--- src/rtl/cfe_pkg.sv ---
// Shared constants and types for the codec front end digital path.
`default_nettype none
package cfe_pkg;

	// Register port geometry and map.
	localparam int ADDR_W = 3;
	localparam int DATA_W = 16;
	localparam logic [2:0] ADDR_CTRL = 3'h0;
	localparam logic [2:0] ADDR_GAIN = 3'h1;
	localparam logic [2:0] ADDR_DAC = 3'h2;
	localparam logic [2:0] ADDR_ADC = 3'h3;
	localparam logic [2:0] ADDR_STATUS = 3'h4;

	// Field positions.
	localparam int GAIN_LSB = 0;
	localparam int GAIN_W = 3;
	localparam int STAT_ADC_NEW = 0;
	localparam int STAT_DAC_REUSED = 1;
	localparam int STAT_W = 2;

	// Sample rate codes.
	localparam logic [1:0] RATE_64K = 2'h0;
	localparam logic [1:0] RATE_32K = 2'h1;
	localparam logic [1:0] RATE_16K = 2'h2;
	localparam logic [1:0] RATE_8K = 2'h3;

	// Timing: nominal master clock, modulator oversampling, sinc length.
	localparam int MCLK_HZ = 16384000;
	localparam int CLK_DIV = 1;
	localparam int MOD_OSR = 8;
	localparam int MOD_CNT_W = $clog2(MOD_OSR);
	localparam int DIV_CNT_W = 8;
	localparam int BASE_N = 32;
	localparam int N_CNT_W = 8;
	localparam int BASE_N_LOG2 = 5;

	// Datapath widths and limits.
	localparam int DEC_W = 27;
	localparam int INT_W = 34;
	localparam int DSM_W = 18;
	localparam int SAMPLE_W = 15;
	localparam int SAMPLE_MAX = 16383;
	localparam int SAMPLE_MIN = -16384;
	localparam logic DATA_FLAG = 1'b0;
	localparam logic [15:0] DAC_FS_POS = 16'h7FFF;
	localparam logic [15:0] DAC_FS_NEG = 16'h8000;

	// Input gain in dB per code, code 7 in the top six bits.
	localparam logic [47:0] GAIN_DB_TABLE = {6'h26, 6'h20, 6'h1A, 6'h14,
		6'h12, 6'h0C, 6'h06, 6'h00};

	typedef struct packed {
		logic [1:0] rate;
		logic se_pick;
		logic single_ended;
		logic invert;
		logic loopback;
	} cfe_cfg_type;

	typedef struct packed {
		logic flag;
		logic [SAMPLE_W-1:0] sample;
	} cfe_word_type;

	localparam int CFG_W = $bits(cfe_cfg_type);
	localparam cfe_cfg_type CFG_RESET = '0;
	localparam logic [GAIN_W-1:0] GAIN_RESET = 3'h0;
	localparam logic [DATA_W-1:0] DAC_RESET = 16'h0000;

endpackage
`default_nettype wire

--- src/rtl/cfe_top.sv ---
// Digital encoder and decoder path of a single channel voiceband codec.
//
// Operation
// - The encoder bitstream enters the decimator once every eight divided clocks.
// - The input gain stage sampling strobe runs at one eighth of the divided clock.
// - A sinc-cubed decimator yields 64, 32, 16 or 8 kHz samples at 16.384 MHz.
// - Decimation widens the single bit stream into a high resolution word.
// - A sinc-cubed interpolator raises decoder samples to the modulator rate.
// - A digital sigma-delta modulator turns interpolated words into one bit.
// - A 3-bit gain code in bits 0 to 2 selects 0 to 38 dB of input gain.
// - The encoder input is either the input pins or the decoder loop-back.
// - The inversion option flips the polarity of the differential input.
// - Single-ended mode converts whichever input pin software selects.
// - Sample traffic passes through the codec serial port; encoder words can also be read at ADDR_ADC.
// - Encoder words are 15-bit twos complement plus a control or data flag.
// - Decoder words are twos complement, 0x7FFF full positive, 0x8000 negative.
// - With no new decoder word in a sample period the last one is reused.
`timescale 1ns/1ps
`default_nettype none
module cfe_top #(
	parameter int CLK_DIV = cfe_pkg::CLK_DIV
) (
	input wire logic clk_i,
	input wire logic rstn_i,
	input wire logic [cfe_pkg::ADDR_W-1:0] addr_i,
	input wire logic [cfe_pkg::DATA_W-1:0] wdata_i,
	input wire logic wr_i,
	input wire logic rd_i,
	output logic [cfe_pkg::DATA_W-1:0] rdata_o,
	input wire logic mod_bit_i,
	input wire logic [cfe_pkg::DATA_W-1:0] sport_rx_word_i,
	input wire logic sport_rx_valid_i,
	output cfe_pkg::cfe_word_type sport_tx_word_o,
	output logic sport_tx_valid_o,
	output logic dac_bit_o,
	output logic sc_sample_o,
	output logic loopback_sel_o,
	output logic invert_o,
	output logic single_ended_o,
	output logic se_pick_o,
	output logic [cfe_pkg::GAIN_W-1:0] gain_code_o,
	output logic [5:0] gain_db_o
);

	cfe_pkg::cfe_cfg_type cfg_q;
	logic [cfe_pkg::GAIN_W-1:0] gain_q;
	logic [cfe_pkg::DATA_W-1:0] dac_word_q;
	logic got_new_q;
	logic [cfe_pkg::STAT_W-1:0] stat_q;
	logic [cfe_pkg::DIV_CNT_W-1:0] div_cnt_q;
	logic [cfe_pkg::MOD_CNT_W-1:0] mod_cnt_q;
	logic [cfe_pkg::N_CNT_W-1:0] samp_cnt_q;
	logic [cfe_pkg::N_CNT_W-1:0] n_last;
	logic dm_tick;
	logic mod_tick;
	logic samp_tick;
	logic bit_meta_q;
	logic bit_sync_q;
	logic enc_bit;
	logic ctrl_wr;

	assign ctrl_wr = wr_i && addr_i == cfe_pkg::ADDR_CTRL;

	// Configuration state. The gain register shares its layout with the
	// analog gain selector so software sees exactly what drives the stage.
	always_ff @(posedge clk_i or negedge rstn_i) begin
		if (!rstn_i) begin
			cfg_q <= cfe_pkg::CFG_RESET;
			gain_q <= cfe_pkg::GAIN_RESET;
		end else if (wr_i) begin
			if (addr_i == cfe_pkg::ADDR_CTRL) begin
				cfg_q <= cfe_pkg::cfe_cfg_type'(wdata_i[cfe_pkg::CFG_W-1:0]);
			end
			if (addr_i == cfe_pkg::ADDR_GAIN) begin
				gain_q <= wdata_i[cfe_pkg::GAIN_LSB +: cfe_pkg::GAIN_W];
			end
		end
	end

	// Analog front end controls, all straight from flops.
	always_ff @(posedge clk_i or negedge rstn_i) begin
		if (!rstn_i) begin
			loopback_sel_o <= 1'b0;
			invert_o <= 1'b0;
			single_ended_o <= 1'b0;
			se_pick_o <= 1'b0;
			gain_code_o <= cfe_pkg::GAIN_RESET;
			gain_db_o <= 6'h00;
		end else begin
			loopback_sel_o <= cfg_q.loopback;
			invert_o <= cfg_q.invert;
			single_ended_o <= cfg_q.single_ended;
			se_pick_o <= cfg_q.se_pick;
			gain_code_o <= gain_q;
			gain_db_o <= cfe_pkg::GAIN_DB_TABLE[6*gain_q +: 6];
		end
	end

	// Timebase: divided clock, modulator rate and output sample rate.
	assign dm_tick = div_cnt_q == cfe_pkg::DIV_CNT_W'(CLK_DIV - 1);
	assign mod_tick = dm_tick && (&mod_cnt_q);
	assign samp_tick = mod_tick && samp_cnt_q == n_last;

	always_comb begin
		case (cfg_q.rate)
			cfe_pkg::RATE_64K: n_last = 8'h1F;
			cfe_pkg::RATE_32K: n_last = 8'h3F;
			cfe_pkg::RATE_16K: n_last = 8'h7F;
			cfe_pkg::RATE_8K: n_last = 8'hFF;
			default: n_last = 8'h1F;
		endcase
	end

	always_ff @(posedge clk_i or negedge rstn_i) begin
		if (!rstn_i) begin
			div_cnt_q <= '0;
			mod_cnt_q <= '0;
			samp_cnt_q <= '0;
		end else begin
			div_cnt_q <= dm_tick ? '0 : div_cnt_q + 1'b1;
			if (dm_tick) begin
				mod_cnt_q <= mod_cnt_q + 1'b1;
			end
			// A rate change restarts the sample phase so no period is cut short.
			if (ctrl_wr || samp_tick) begin
				samp_cnt_q <= '0;
			end else if (mod_tick) begin
				samp_cnt_q <= samp_cnt_q + 1'b1;
			end
		end
	end

	always_ff @(posedge clk_i or negedge rstn_i) begin
		if (!rstn_i) begin
			sc_sample_o <= 1'b0;
		end else begin
			sc_sample_o <= mod_tick;
		end
	end

	// The modulator comparator is asynchronous to this clock.
	always_ff @(posedge clk_i or negedge rstn_i) begin
		if (!rstn_i) begin
			bit_meta_q <= 1'b0;
			bit_sync_q <= 1'b0;
		end else begin
			bit_meta_q <= mod_bit_i;
			bit_sync_q <= bit_meta_q;
		end
	end

	// Loop-back substitutes the decoder bitstream; inversion flips the sign.
	assign enc_bit = cfg_q.loopback ? dac_bit_o :
		(cfg_q.invert ? ~bit_sync_q : bit_sync_q);

	// Sinc-cubed decimator: integrators at modulator rate, combs at output.
	logic signed [cfe_pkg::DEC_W-1:0] i1_q, i2_q, i3_q;
	logic signed [cfe_pkg::DEC_W-1:0] z1_q, z2_q, z3_q;
	logic signed [cfe_pkg::DEC_W-1:0] enc_x, d1, d2, d3, dec_scaled;
	logic [3:0] dec_shift;
	logic [cfe_pkg::SAMPLE_W-1:0] adc_sample;

	assign enc_x = enc_bit ? cfe_pkg::DEC_W'(1) : cfe_pkg::DEC_W'(-1);
	assign d1 = i3_q - z1_q;
	assign d2 = d1 - z2_q;
	assign d3 = d2 - z3_q;
	// Gain is N cubed, so the shift tracks three bits per rate step.
	assign dec_shift = 4'(3 * int'(cfg_q.rate)) + 4'h1;
	assign dec_scaled = d3 >>> dec_shift;

	always_comb begin
		if (dec_scaled > cfe_pkg::DEC_W'(cfe_pkg::SAMPLE_MAX)) begin
			adc_sample = cfe_pkg::SAMPLE_W'(cfe_pkg::SAMPLE_MAX);
		end else if (dec_scaled < cfe_pkg::DEC_W'(cfe_pkg::SAMPLE_MIN)) begin
			adc_sample = cfe_pkg::SAMPLE_W'(cfe_pkg::SAMPLE_MIN);
		end else begin
			adc_sample = dec_scaled[cfe_pkg::SAMPLE_W-1:0];
		end
	end

	always_ff @(posedge clk_i or negedge rstn_i) begin
		if (!rstn_i) begin
			i1_q <= '0;
			i2_q <= '0;
			i3_q <= '0;
		end else if (mod_tick) begin
			i1_q <= i1_q + enc_x;
			i2_q <= i2_q + i1_q;
			i3_q <= i3_q + i2_q;
		end
	end

	always_ff @(posedge clk_i or negedge rstn_i) begin
		if (!rstn_i) begin
			z1_q <= '0;
			z2_q <= '0;
			z3_q <= '0;
			sport_tx_word_o <= '0;
			sport_tx_valid_o <= 1'b0;
		end else begin
			sport_tx_valid_o <= samp_tick;
			if (samp_tick) begin
				z1_q <= i3_q;
				z2_q <= d1;
				z3_q <= d2;
				sport_tx_word_o.flag <= cfe_pkg::DATA_FLAG;
				sport_tx_word_o.sample <= adc_sample;
			end
		end
	end

	// Decoder word holding: the last word stands until a new one arrives.
	always_ff @(posedge clk_i or negedge rstn_i) begin
		if (!rstn_i) begin
			dac_word_q <= cfe_pkg::DAC_RESET;
			got_new_q <= 1'b0;
		end else begin
			if (sport_rx_valid_i) begin
				dac_word_q <= sport_rx_word_i;
			end
			if (sport_rx_valid_i) begin
				got_new_q <= 1'b1;
			end else if (samp_tick) begin
				got_new_q <= 1'b0;
			end
		end
	end

	// Sinc-cubed interpolator: combs at sample rate, zero stuffing, then
	// integrators at modulator rate. Gain is N squared.
	logic signed [cfe_pkg::INT_W-1:0] dac_x, g1, g2, g3;
	logic signed [cfe_pkg::INT_W-1:0] y1_q, y2_q, y3_q, comb_q;
	logic signed [cfe_pkg::INT_W-1:0] j1_q, j2_q, j3_q, int_in, int_scaled;
	logic stuff_q;
	logic [4:0] int_shift;
	logic signed [cfe_pkg::DATA_W-1:0] interp_word;

	assign dac_x = cfe_pkg::INT_W'(signed'(dac_word_q));
	assign g1 = dac_x - y1_q;
	assign g2 = g1 - y2_q;
	assign g3 = g2 - y3_q;
	assign int_in = stuff_q ? comb_q : '0;
	assign int_shift = 5'(2 * (cfe_pkg::BASE_N_LOG2 + int'(cfg_q.rate)));
	assign int_scaled = j3_q >>> int_shift;

	always_comb begin
		if (int_scaled > cfe_pkg::INT_W'(signed'(cfe_pkg::DAC_FS_POS))) begin
			interp_word = signed'(cfe_pkg::DAC_FS_POS);
		end else if (int_scaled < cfe_pkg::INT_W'(signed'(cfe_pkg::DAC_FS_NEG))) begin
			interp_word = signed'(cfe_pkg::DAC_FS_NEG);
		end else begin
			interp_word = int_scaled[cfe_pkg::DATA_W-1:0];
		end
	end

	always_ff @(posedge clk_i or negedge rstn_i) begin
		if (!rstn_i) begin
			y1_q <= '0;
			y2_q <= '0;
			y3_q <= '0;
			comb_q <= '0;
			stuff_q <= 1'b0;
		end else begin
			if (samp_tick) begin
				y1_q <= dac_x;
				y2_q <= g1;
				y3_q <= g2;
				comb_q <= g3;
				stuff_q <= 1'b1;
			end else if (mod_tick) begin
				stuff_q <= 1'b0;
			end
		end
	end

	always_ff @(posedge clk_i or negedge rstn_i) begin
		if (!rstn_i) begin
			j1_q <= '0;
			j2_q <= '0;
			j3_q <= '0;
		end else if (mod_tick) begin
			j1_q <= j1_q + int_in;
			j2_q <= j2_q + j1_q;
			j3_q <= j3_q + j2_q;
		end
	end

	// First order error feedback modulator; the accumulator stays bounded
	// because feedback is always the full scale of the same sign as the sum.
	logic signed [cfe_pkg::DSM_W-1:0] dsm_acc_q, dsm_sum, dsm_fb;
	logic dsm_bit;

	assign dsm_sum = dsm_acc_q + cfe_pkg::DSM_W'(interp_word);
	assign dsm_bit = ~dsm_sum[cfe_pkg::DSM_W-1];
	assign dsm_fb = dsm_bit ?
		cfe_pkg::DSM_W'(signed'(cfe_pkg::DAC_FS_POS)) :
		cfe_pkg::DSM_W'(signed'(cfe_pkg::DAC_FS_NEG));

	always_ff @(posedge clk_i or negedge rstn_i) begin
		if (!rstn_i) begin
			dsm_acc_q <= '0;
			dac_bit_o <= 1'b0;
		end else if (mod_tick) begin
			dsm_acc_q <= dsm_sum - dsm_fb;
			dac_bit_o <= dsm_bit;
		end
	end

	// Sticky status. A new event in the clearing cycle wins over the clear.
	logic adc_rd;
	logic [cfe_pkg::STAT_W-1:0] stat_set;
	logic [cfe_pkg::STAT_W-1:0] stat_clr;

	assign adc_rd = rd_i && addr_i == cfe_pkg::ADDR_ADC;

	always_comb begin
		stat_set = '0;
		stat_set[cfe_pkg::STAT_ADC_NEW] = samp_tick;
		stat_set[cfe_pkg::STAT_DAC_REUSED] = samp_tick && !got_new_q;
		stat_clr = '0;
		if (wr_i && addr_i == cfe_pkg::ADDR_STATUS) begin
			stat_clr = wdata_i[cfe_pkg::STAT_W-1:0];
		end
		if (adc_rd) begin
			stat_clr[cfe_pkg::STAT_ADC_NEW] = 1'b1;
		end
	end

	always_ff @(posedge clk_i or negedge rstn_i) begin
		if (!rstn_i) begin
			stat_q <= '0;
		end else begin
			stat_q <= (stat_q & ~stat_clr) | stat_set;
		end
	end

	// Read data stands for exactly one cycle after the strobe.
	always_ff @(posedge clk_i or negedge rstn_i) begin
		if (!rstn_i) begin
			rdata_o <= '0;
		end else if (rd_i) begin
			case (addr_i)
				cfe_pkg::ADDR_CTRL: rdata_o <= cfe_pkg::DATA_W'(cfg_q);
				cfe_pkg::ADDR_GAIN: rdata_o <= cfe_pkg::DATA_W'(gain_q);
				cfe_pkg::ADDR_DAC: rdata_o <= dac_word_q;
				cfe_pkg::ADDR_ADC: rdata_o <= sport_tx_word_o;
				cfe_pkg::ADDR_STATUS: rdata_o <= cfe_pkg::DATA_W'(stat_q);
				default: rdata_o <= '0;
			endcase
		end else begin
			rdata_o <= '0;
		end
	end

endmodule
`default_nettype wire

--- config.mk ---
export PLATFORM = sky130hd
export DESIGN_NAME = cfe_top
export DESIGN_NICKNAME = d
export VERILOG_FILES = /design/src/rtl/cfe_pkg.sv /design/src/rtl/cfe_top.sv
export SDC_FILE = /design/constraint.sdc
export NUM_CORES = 1
export LEC_CHECK = 0
export ABC_CLOCK_PERIOD_IN_PS = 13000
export BUFFER_PORTS_ARGS = -buffer_cell sky130_fd_sc_hd__buf_2
export CORE_ASPECT_RATIO = 0.75
export CORE_UTILIZATION = 50
export CTS_BUF_LIST = sky130_fd_sc_hd__clkbuf_4 sky130_fd_sc_hd__clkbuf_8 sky130_fd_sc_hd__clkbuf_16
export CTS_CLUSTER_SIZE = 40
export DETAILED_ROUTE_END_ITERATION = 8
export GPL_TIMING_DRIVEN = 0
export PLACE_DENSITY_LB_ADDON = 0.3
export SLEW_MARGIN = 5
export SYNTH_ARGS = -nofsm -noshare
export SYNTH_HDL_FRONTEND = slang
export SYNTH_SLANG_ARGS = --single-unit
--- constraint.sdc ---
create_clock -name clk_i -period 13 [get_ports clk_i]
set_input_delay 2.6 -clock clk_i [delete_from_list [all_inputs] [get_ports clk_i]]
set_output_delay 2.6 -clock clk_i [all_outputs]
set_load 0.02 [all_outputs]
Word level (Yosys, flattened, before mapping) --
Index checks and enable logic that the tools add are counted. Widths: inputs -> output; s select.
Word-level totals: output and inout port bits 48, bits of input ports 41, word-level logic and storage cells 119, register bits after elaboration 480
Operators by class: equality and inequality tests 8, muxes and demuxes 21, shift-type cells 3, magnitude comparators 4, bitwise operators 5, reductions and logical operators 17, $mul 2, $add $sub $neg 19
Operators with widths (count):
- $add 34x34->34 | 3
- $add 27x27->27 | 3
- $sub 27x27->27 | 3
- $pmux 16 s5 | 1
- $mux 16 | 3
- $shiftx 48x7->6 const A | 1
- $gt 34x16->1 const B | 1
- $lt 34x16->1 const B | 1
- $mux 34 | 1
- $sshr 34x5->34 | 1
- $sub 34x34->34 | 1
- $pmux 8 s4 | 1
- $mux 15 | 2
- $gt 27x15->1 const B | 1
- $lt 27x15->1 const B | 1
- $mux 27 | 1
- $sshr 27x4->27 | 1
- $mux 8 | 3
- $add 18x16->18 | 1
- $mux 18 | 1
- $sub 17x17->18 | 1
- $sub 18x18->18 | 1
- $sub 16x16->17 | 1
- $add 8x1->8 const B | 2
- 26 further kinds | 43

Longest topological paths before layout --
Gate-level depths: netlist (run 1).
word-level depth 8, gate-level depth with buffers 47, gate-level depth less buffers 42

Worst setup path after synthesis (run 1) --
Ideal clock, no wire load.
path kind reg2reg, from register cfg_q[4] in the netlist's numbering, to register dsm_acc_q[16] in the netlist's numbering, arrival time 8879 ps, path slack 3987 ps, data required time 12867 ps, cell stages (with the launch flop) 45, library setup time 133 ps, cells stage by stage dfrtp_1 > inv_1 > clkbuf_1 > clkbuf_1 > buf_1 > ha_1 > clkbuf_1 > clkbuf_1 > clkbuf_1 > nand2_1 > o21ai_0 > nand4_1 > o21ai_0 > a31o_2 > clkbuf_1 > o21ai_0 > ha_1 > a21o_1 > [... 9 more ...] > o21bai_1 > a21o_1 > xnor2_1 > ha_1 > a21o_1 > a21oi_1 > o21ai_0 > a21oi_1 > o21ai_0 > a21oi_1 > o21ai_0 > a21oi_1 > o21ai_0 > a211oi_1 > o21bai_1 > a21oi_1 > xor2_1 > o21ai_0
On the way: cells in the longest elaborated chain, start to end 8, elaborated cells between the ends (all ways) 9, those cells by class add/sub (3); order compare (2); shift (1); mux (3)
Ends and longest elaborated chain:
- start, declared | line cfe_top.sv:45 | cfe_pkg::cfe_cfg_type cfg_q;
- start signal, assigned | line cfe_top.sv:68 | cfg_q <= cfe_pkg::CFG_RESET;
- start signal, assigned | line cfe_top.sv:72 | cfg_q <= cfe_pkg::cfe_cfg_type'(wdata_i[cfe_pkg::CFG_W-1:0]);
- $add 3x2->4 * | line cfe_top.sv:243 | assign int_shift = 5'(2 * (cfe_pkg::BASE_N_LOG2 + int'(cfg_q.rate)));
- $sshr 34x5->34 * | line cfe_top.sv:244 | assign int_scaled = j3_q >>> int_shift;
- $lt 34x16->1 | line cfe_top.sv:249 | end else if (int_scaled < cfe_pkg::INT_W'(signed'(cfe_pkg::DAC_FS_NEG))) begin
- $mux 16 | line cfe_top.sv:249
- $mux 16 * | line cfe_top.sv:247 | if (int_scaled > cfe_pkg::INT_W'(signed'(cfe_pkg::DAC_FS_POS))) begin
- $add 18x16->18 * | line cfe_top.sv:293 | assign dsm_sum = dsm_acc_q + cfe_pkg::DSM_W'(interp_word);
- $mux 18 | line cfe_top.sv:295 | assign dsm_fb = dsm_bit ?
- $sub 18x18->18 * | line cfe_top.sv:304 | dsm_acc_q <= dsm_sum - dsm_fb;
- end signal, assigned | line cfe_top.sv:304
- end, declared | line cfe_top.sv:290 | logic signed [cfe_pkg::DSM_W-1:0] dsm_acc_q, dsm_sum, dsm_fb;
Every way passes the cells marked *; elsewhere a longest branch is shown, timed or not. A chain may end at the register's enable or synchronous reset.

Final worst setup path (run 1) --
Ends and elaborated chain as after synthesis.

==> results.yml, run 1 <==
outcome:
  status: "finished clean"
clock_network:
  cts_resized: 0
  clock_path_buffers: 3
  cts_tree: "yes"
  htree_num_levels: 2
  clkTransAtPathRegs_ps: 60
  post_cts_buffers: 0
  cts_buffers: 52
  cts.sinks: 462
  clockRootBuffer: "clkbuf_16"
  ctsHoldBuffers: 0
  clk_latency_ps: 660
route:
  vias_per_cell: 5.74
  first_pass_iters: 6
  drtIter0Drc: 2217
  totalWireLength_um: 91000
  drt_drc_violations_left: 0
  vias: 29000
  antenna_left: 0
  wire_per_inst_um: 18.0
placed_design:
  dpl.cell_count: 4954
  port_buffers: 75
  gp_congestion: 0.970
  hpwl_um: 69300
cells_and_area:
  multi_input_area_um2: 21000
  final_core_util_pct: 56.0
  layout.cells.non_filler: 5050
  drive_above_1_share_pct: 6.36
  seq_area_um2: 11600
  layout.nets: 4531
  area_growth_pct: 10.4
  n_antenna_cell: 0
  mostFrequentLayoutCells: "nand2_1, dfrtp_1, o21ai_0"
  n_fill_cell: 6067
  final_common_cell: "nand2_1"
worst_setup_path:
  critPathArrivalTime_ps: 12060
  path_max_fanout: 11
  timing.rr.start: "cfg_q[4]"
  r2r-end: "dsm_acc_q[16]"
  cp-end-kind: "register"
  crit_slowest_cell: "buf_1"
  crit_buf_inv: 11
  crit_path_frequent_cell: "a21oi_1"
  r2r_cells: 45
  ff2ff_setup_slack_ps: 1400
  start_kind: "register"
  path_class: "reg2reg"
  critPathMaxStageDelay_ps: 560
  worst_ep_required_time_ps: 13460
  crit_family: "compound AO/OA/AOI/OAI gates"
hold_path:
  min_to: "bit_sync_q"
  hold_path.class: "reg2reg"
  hold_path_startpoint: "bit_meta_q"
  holdPathStages: 0
sta:
  fin_crit_sh_pct: 89.2
  clock_skew_ps: 48.5
  grt_setup_unrepaired: "false"
  final.min_clock_period_ps: 11600
  hold_viol: 0
  slew_headroom_pct: 12.9
  whs_ps: 371
  tightest_slew_ps: 1300
  final_max_slew_viol_count: 0
  fmax_mhz: 86.2
  setup_viol: 0
job:
  drv_cap: 0
global_routing:
  track_usage_pct: 26.7
  grt_pass1_wl_um: 147000
  overflow: 0
  grt_pass1_vias: 27200
  grt_max_degree: 106
  antenna_found_initial: 2
logic_synthesis:
  syn_area_per_cell_um2: 8.51
  synth-edff-count: 0
  synthCells: 3989
  ys_types: 85
  synth-seq-area-share_pct: 34.0
  synth_warnings: 0
  synth_ff_type: "dfrtp_1"
  synth-async-reset-ratio_pct: 100
  ys_ff_latch: 462
  syn_area_um2: 34000
die:
  die-area_um2: 69000
  initial_core_util_pct: 50.7
  io_pins: 89
  row_count: 82
  chipHeight_um: 228
  core_area_um2: 67000
  die_w_um: 303
-- per-stage QoR --
stage / setup slack [ps] / TNS (ps) / instance area [um2]
5_1_grt: 545 / 0 / 37500
4_1_cts: 1760 / 0 / 37500
6_report: 1400 / 0 / 37500
2_1_floorplan: 3990 / 0 / 34000
3_5_place_dp: 1870 / 0 / 35600
3_3_place_gp: -389 / -145810 / 35400
-- kinds of logic (layout without fill, tap and decap cells) --
family	Yosys count	in the layout	share of synthesized area (%)
multiplexers	82	82	2.97
adder cells (fa/ha/maj)	364	364	13.7
flip-flops	462	462	34.0
buffers and inverters	387	565	4.34
AO/OA/AOI/OAI	1207	1207	21.6
AND/OR/NAND/NOR	1212	1212	16.2
XOR/XNOR	274	274	7.11
other	1	2	0.0110
-- worst max path at each step --
| stage | start | to | slack (ps) | cells past startpoint |
|---|---|---|---|---|
| 2_1_floorplan | cfg_q[4] | dsm_acc_q[16] | 3990 | 44 |
| 3_3_place_gp | rstn_i | comb_q[18] | -390 | 1 |
| 3_5_place_dp | cfg_q[4] | dsm_acc_q[16] | 1870 | 45 |
| 4_1_cts | cfg_q[4] | dsm_acc_q[16] | 1760 | 45 |
| 5_1_grt | cfg_q[4] | dsm_acc_q[16] | 540 | 47 |
| 6_report | cfg_q[4] | dsm_acc_q[16] | 1400 | 45 |
-- routing by layer --
| metal | GRT usage, % | vias up | routed length [um] |
|---|---|---|---|
| li1 | - | 14300 | - |
| met1 | 41.4 | 13700 | 46300 |
| met2 | 37.7 | 829 | 36100 |
| met3 | 5.34 | 132 | 6830 |
| met4 | 6.27 | 2 | 1850 |
| met5 | 0 | - | 13 |
-- state kept, by name, summed over array words and instances (netlist names), 8 cells and up --
signal and flops:
div_cnt_q 8, z2_q 27, z1_q 27, y1_q 16, dsm_acc_q 18, j1_q 34, comb_q 34, sport_tx_word_o 15
rdata_o 16, i1_q 27, j3_q 34, samp_cnt_q 8, y3_q 18, i3_q 27, y2_q 17, z3_q 27
i2_q 27, j2_q 34, dac_word_q 16
-- cells in the mapped netlist, drive strengths merged (52+ instances only) --
library cell | number | area [um2]
nand2 | 556 | 2090
o21ai | 474 | 2380
dfrtp | 462 | 11600
ha | 350 | 4380
a21oi | 285 | 1430
inv | 261 | 980
nor2 | 245 | 920
xnor2 | 160 | 1400
xor2 | 113 | 990
clkbuf | 111 | 417
a21o | 110 | 826
nand3 | 59 | 295
o21a | 56 | 428
nor2b | 55 | 352
nor3 | 52 | 260
-- area by class of cell --
type,count,share of cell area (%)
multi-input combinational,3141,55.9
buffer,126,1.31
timing repair buffer,82,1.48
sequential,462,30.8
tap,882,2.94
inverter,261,2.61
clock buffer,76,4.17
clock inverter,20,0.787
Power of run 1 is not shown: default switching activity piles up to over one toggle a cycle in this logic, so the estimate is an artifact.
==> inputs of run 2 (changes only) <==
--- a/config.mk
+++ b/config.mk
@@ -5,6 +5,7 @@
 export SDC_FILE = /design/constraint.sdc
 export NUM_CORES = 1
 export LEC_CHECK = 0
+export ABC_AREA = 1
 export ABC_CLOCK_PERIOD_IN_PS = 13000
 export BUFFER_PORTS_ARGS = -buffer_cell sky130_fd_sc_hd__buf_2
 export CORE_ASPECT_RATIO = 0.75
==> results.yml, run 2 <==
logic_synthesis:
  syn_area_per_cell_um2: 7.44
  synth-edff-count: 0
  ys_top_cells_by_area: "dfrtp_1, nand2_1, ha_1, o21ai_0, inv_1"
  synth-seq-area-share_pct: 33.4
  yosysMostFrequentCell: "nand2_1"
  synth_warnings: 0
  synth-async-reset-ratio_pct: 100
  syn_area_um2: 34700
  ys_types: 69
  yosysTopAreaCellShare_pct: 33.4
  synth_commonest_cells: "nand2_1, inv_1, o21ai_0"
  synth_ff_type: "dfrtp_1"
  netlist.top_cell.by_area: "dfrtp_1"
  synthCells: 4657
  ys_ff_latch: 462
clock_network:
  clockRootBuffer: "clkbuf_16"
  post_cts_buffers: 0
  cts_buffers: 51
  htree_num_levels: 2
  ctsHoldBuffers: 0
  cts_resized: 0
  cts.sinks: 462
  clkTransAtPathRegs_ps: 60
  cts_tree: "yes"
  clock_path_buffers: 3
  clk_latency_ps: 630
worst_setup_path:
  critPathMaxStageDelay_ps: 580
  path_max_fanout: 17
  crit_slowest_cell: "buf_1"
  timing.rr.start: "cfg_q[4]"
  start_kind: "register"
  critPathArrivalTime_ps: 10320
  crit_path_frequent_cell: "nand2_1"
  worst_ep_required_time_ps: 13450
  crit_family: "compound AO/OA/AOI/OAI gates"
  crit_buf_inv: 8
  setup.worst_path.start: "cfg_q[4]"
  path_class: "reg2reg"
  cp-end-kind: "register"
sta:
  clock_skew_ps: 29.2
  whs_ps: 356
  slew_headroom_pct: 9.79
  fin_crit_sh_pct: 75.9
  tightest_slew_ps: 1350
  grt_setup_unrepaired: "false"
  final.min_clock_period_ps: 9870
  fmax_mhz: 101
  hold_viol: 0
  final_max_slew_viol_count: 0
  setup_viol: 0
  final.setup.worst_slack_ps: 3130
route:
  drt_drc_violations_left: 0
  vias: 31400
  wire_per_inst_um: 17.1
  drtIter0Drc: 2816
  antenna_left: 0
  totalWireLength_um: 97900
  vias_per_cell: 5.49
  first_pass_iters: 6
global_routing:
  grt_max_degree: 114
  antenna_found_initial: 3
  track_usage_pct: 27.9
  grt_pass1_vias: 29200
  grt_pass1_wl_um: 157000
  overflow: 0
cells_and_area:
  area_growth_pct: 10.0
  mostFrequentLayoutCells: "nand2_1, inv_1, o21ai_0"
  drive_above_1_share_pct: 5.69
  layout.nets: 5196
  n_fill_cell: 6455
  final_common_cell: "nand2_1"
  final_core_util_pct: 55.6
outcome:
  status: "finished clean"
die:
  row_count: 83
  io_pins: 89
  die_w_um: 306
  chipHeight_um: 230
  initial_core_util_pct: 50.6
  die-area_um2: 70400
  core_area_um2: 68500
placed_design:
  gp_congestion: 0.953
  port_buffers: 76
  post-place-ws_ps: 3540
  hpwl_um: 76400
hold_path:
  hold_path.class: "reg2reg"
  hold_path_startpoint: "bit_meta_q"
job:
  drv_cap: 0
-- run 2: stage by stage --
step	cell area, um2	TNS (ps)	instances
after CTS	38100	0	5723
final	38100	0	5725
after global routing	38100	0	5723
after floorplan	34700	0	4658
after detailed placement	36300	0	5630
after global placement	36200	-100990	5626
-- run 2: cell type report --
| type | count | area [um2] | area share (%) |
|---|---|---|---|
| Antenna cell | 2 | 5.00 | 0.0131 |
| Buffer | 130 | 534 | 1.40 |
| Clock buffer | 70 | 1540 | 4.04 |
| Clock inverter | 23 | 298 | 0.781 |
| Inverter | 575 | 2160 | 5.66 |
| Multi-Input combinational cell | 3491 | 20400 | 53.5 |
| Sequential cell | 462 | 11600 | 30.3 |
| Tap cell | 892 | 1120 | 2.93 |
| Timing Repair Buffer | 80 | 500 | 1.31 |
-- run 2: path summary, 6_finish.rpt --
check                                     end  slack (ps)  cells past startpoint
worst max-delay path            dsm_acc_q[14]        3130                     54
worst min-delay path               bit_sync_q         360                      0
worst max register to register  dsm_acc_q[14]        3130                     54
worst min register to register     bit_sync_q         360                      0
max in group asynchronous          comb_q[33]        9750                      3
min in group asynchronous             y1_q[5]        1960                      1
-- run 2: worst register-to-register path, delay by kind of cell (launching register included) --
family | cells | cell delay, ps
flops | 1 | 420
buf+inv | 8 | 2410
simple gates | 23 | 2270
fa+ha+maj | 4 | 1420
compound gates | 19 | 3220
-- run 2: routing by layer --
metal,routed length [um],global-route usage (%),up-vias
met5,9,0,-
met3,8150,6.03,151
met4,2270,7.07,2
li1,-,-,15700
met1,48800,42.6,14700
met2,38700,39.5,913
-- run 2: kinds of logic after synthesis --
kind of cell               share of synthesized area, %
buffers and inverters                              7.77
xor gates and xnor gates                           6.65
AOI/OAI and AO/OA                                  18.1
other                                            0.0108
adders and majority gates                          13.4
DFF                                                33.4
muxes                                             0.202
and+or+nand+nor                                    20.5
Power of run 2 is left out for the same reason.
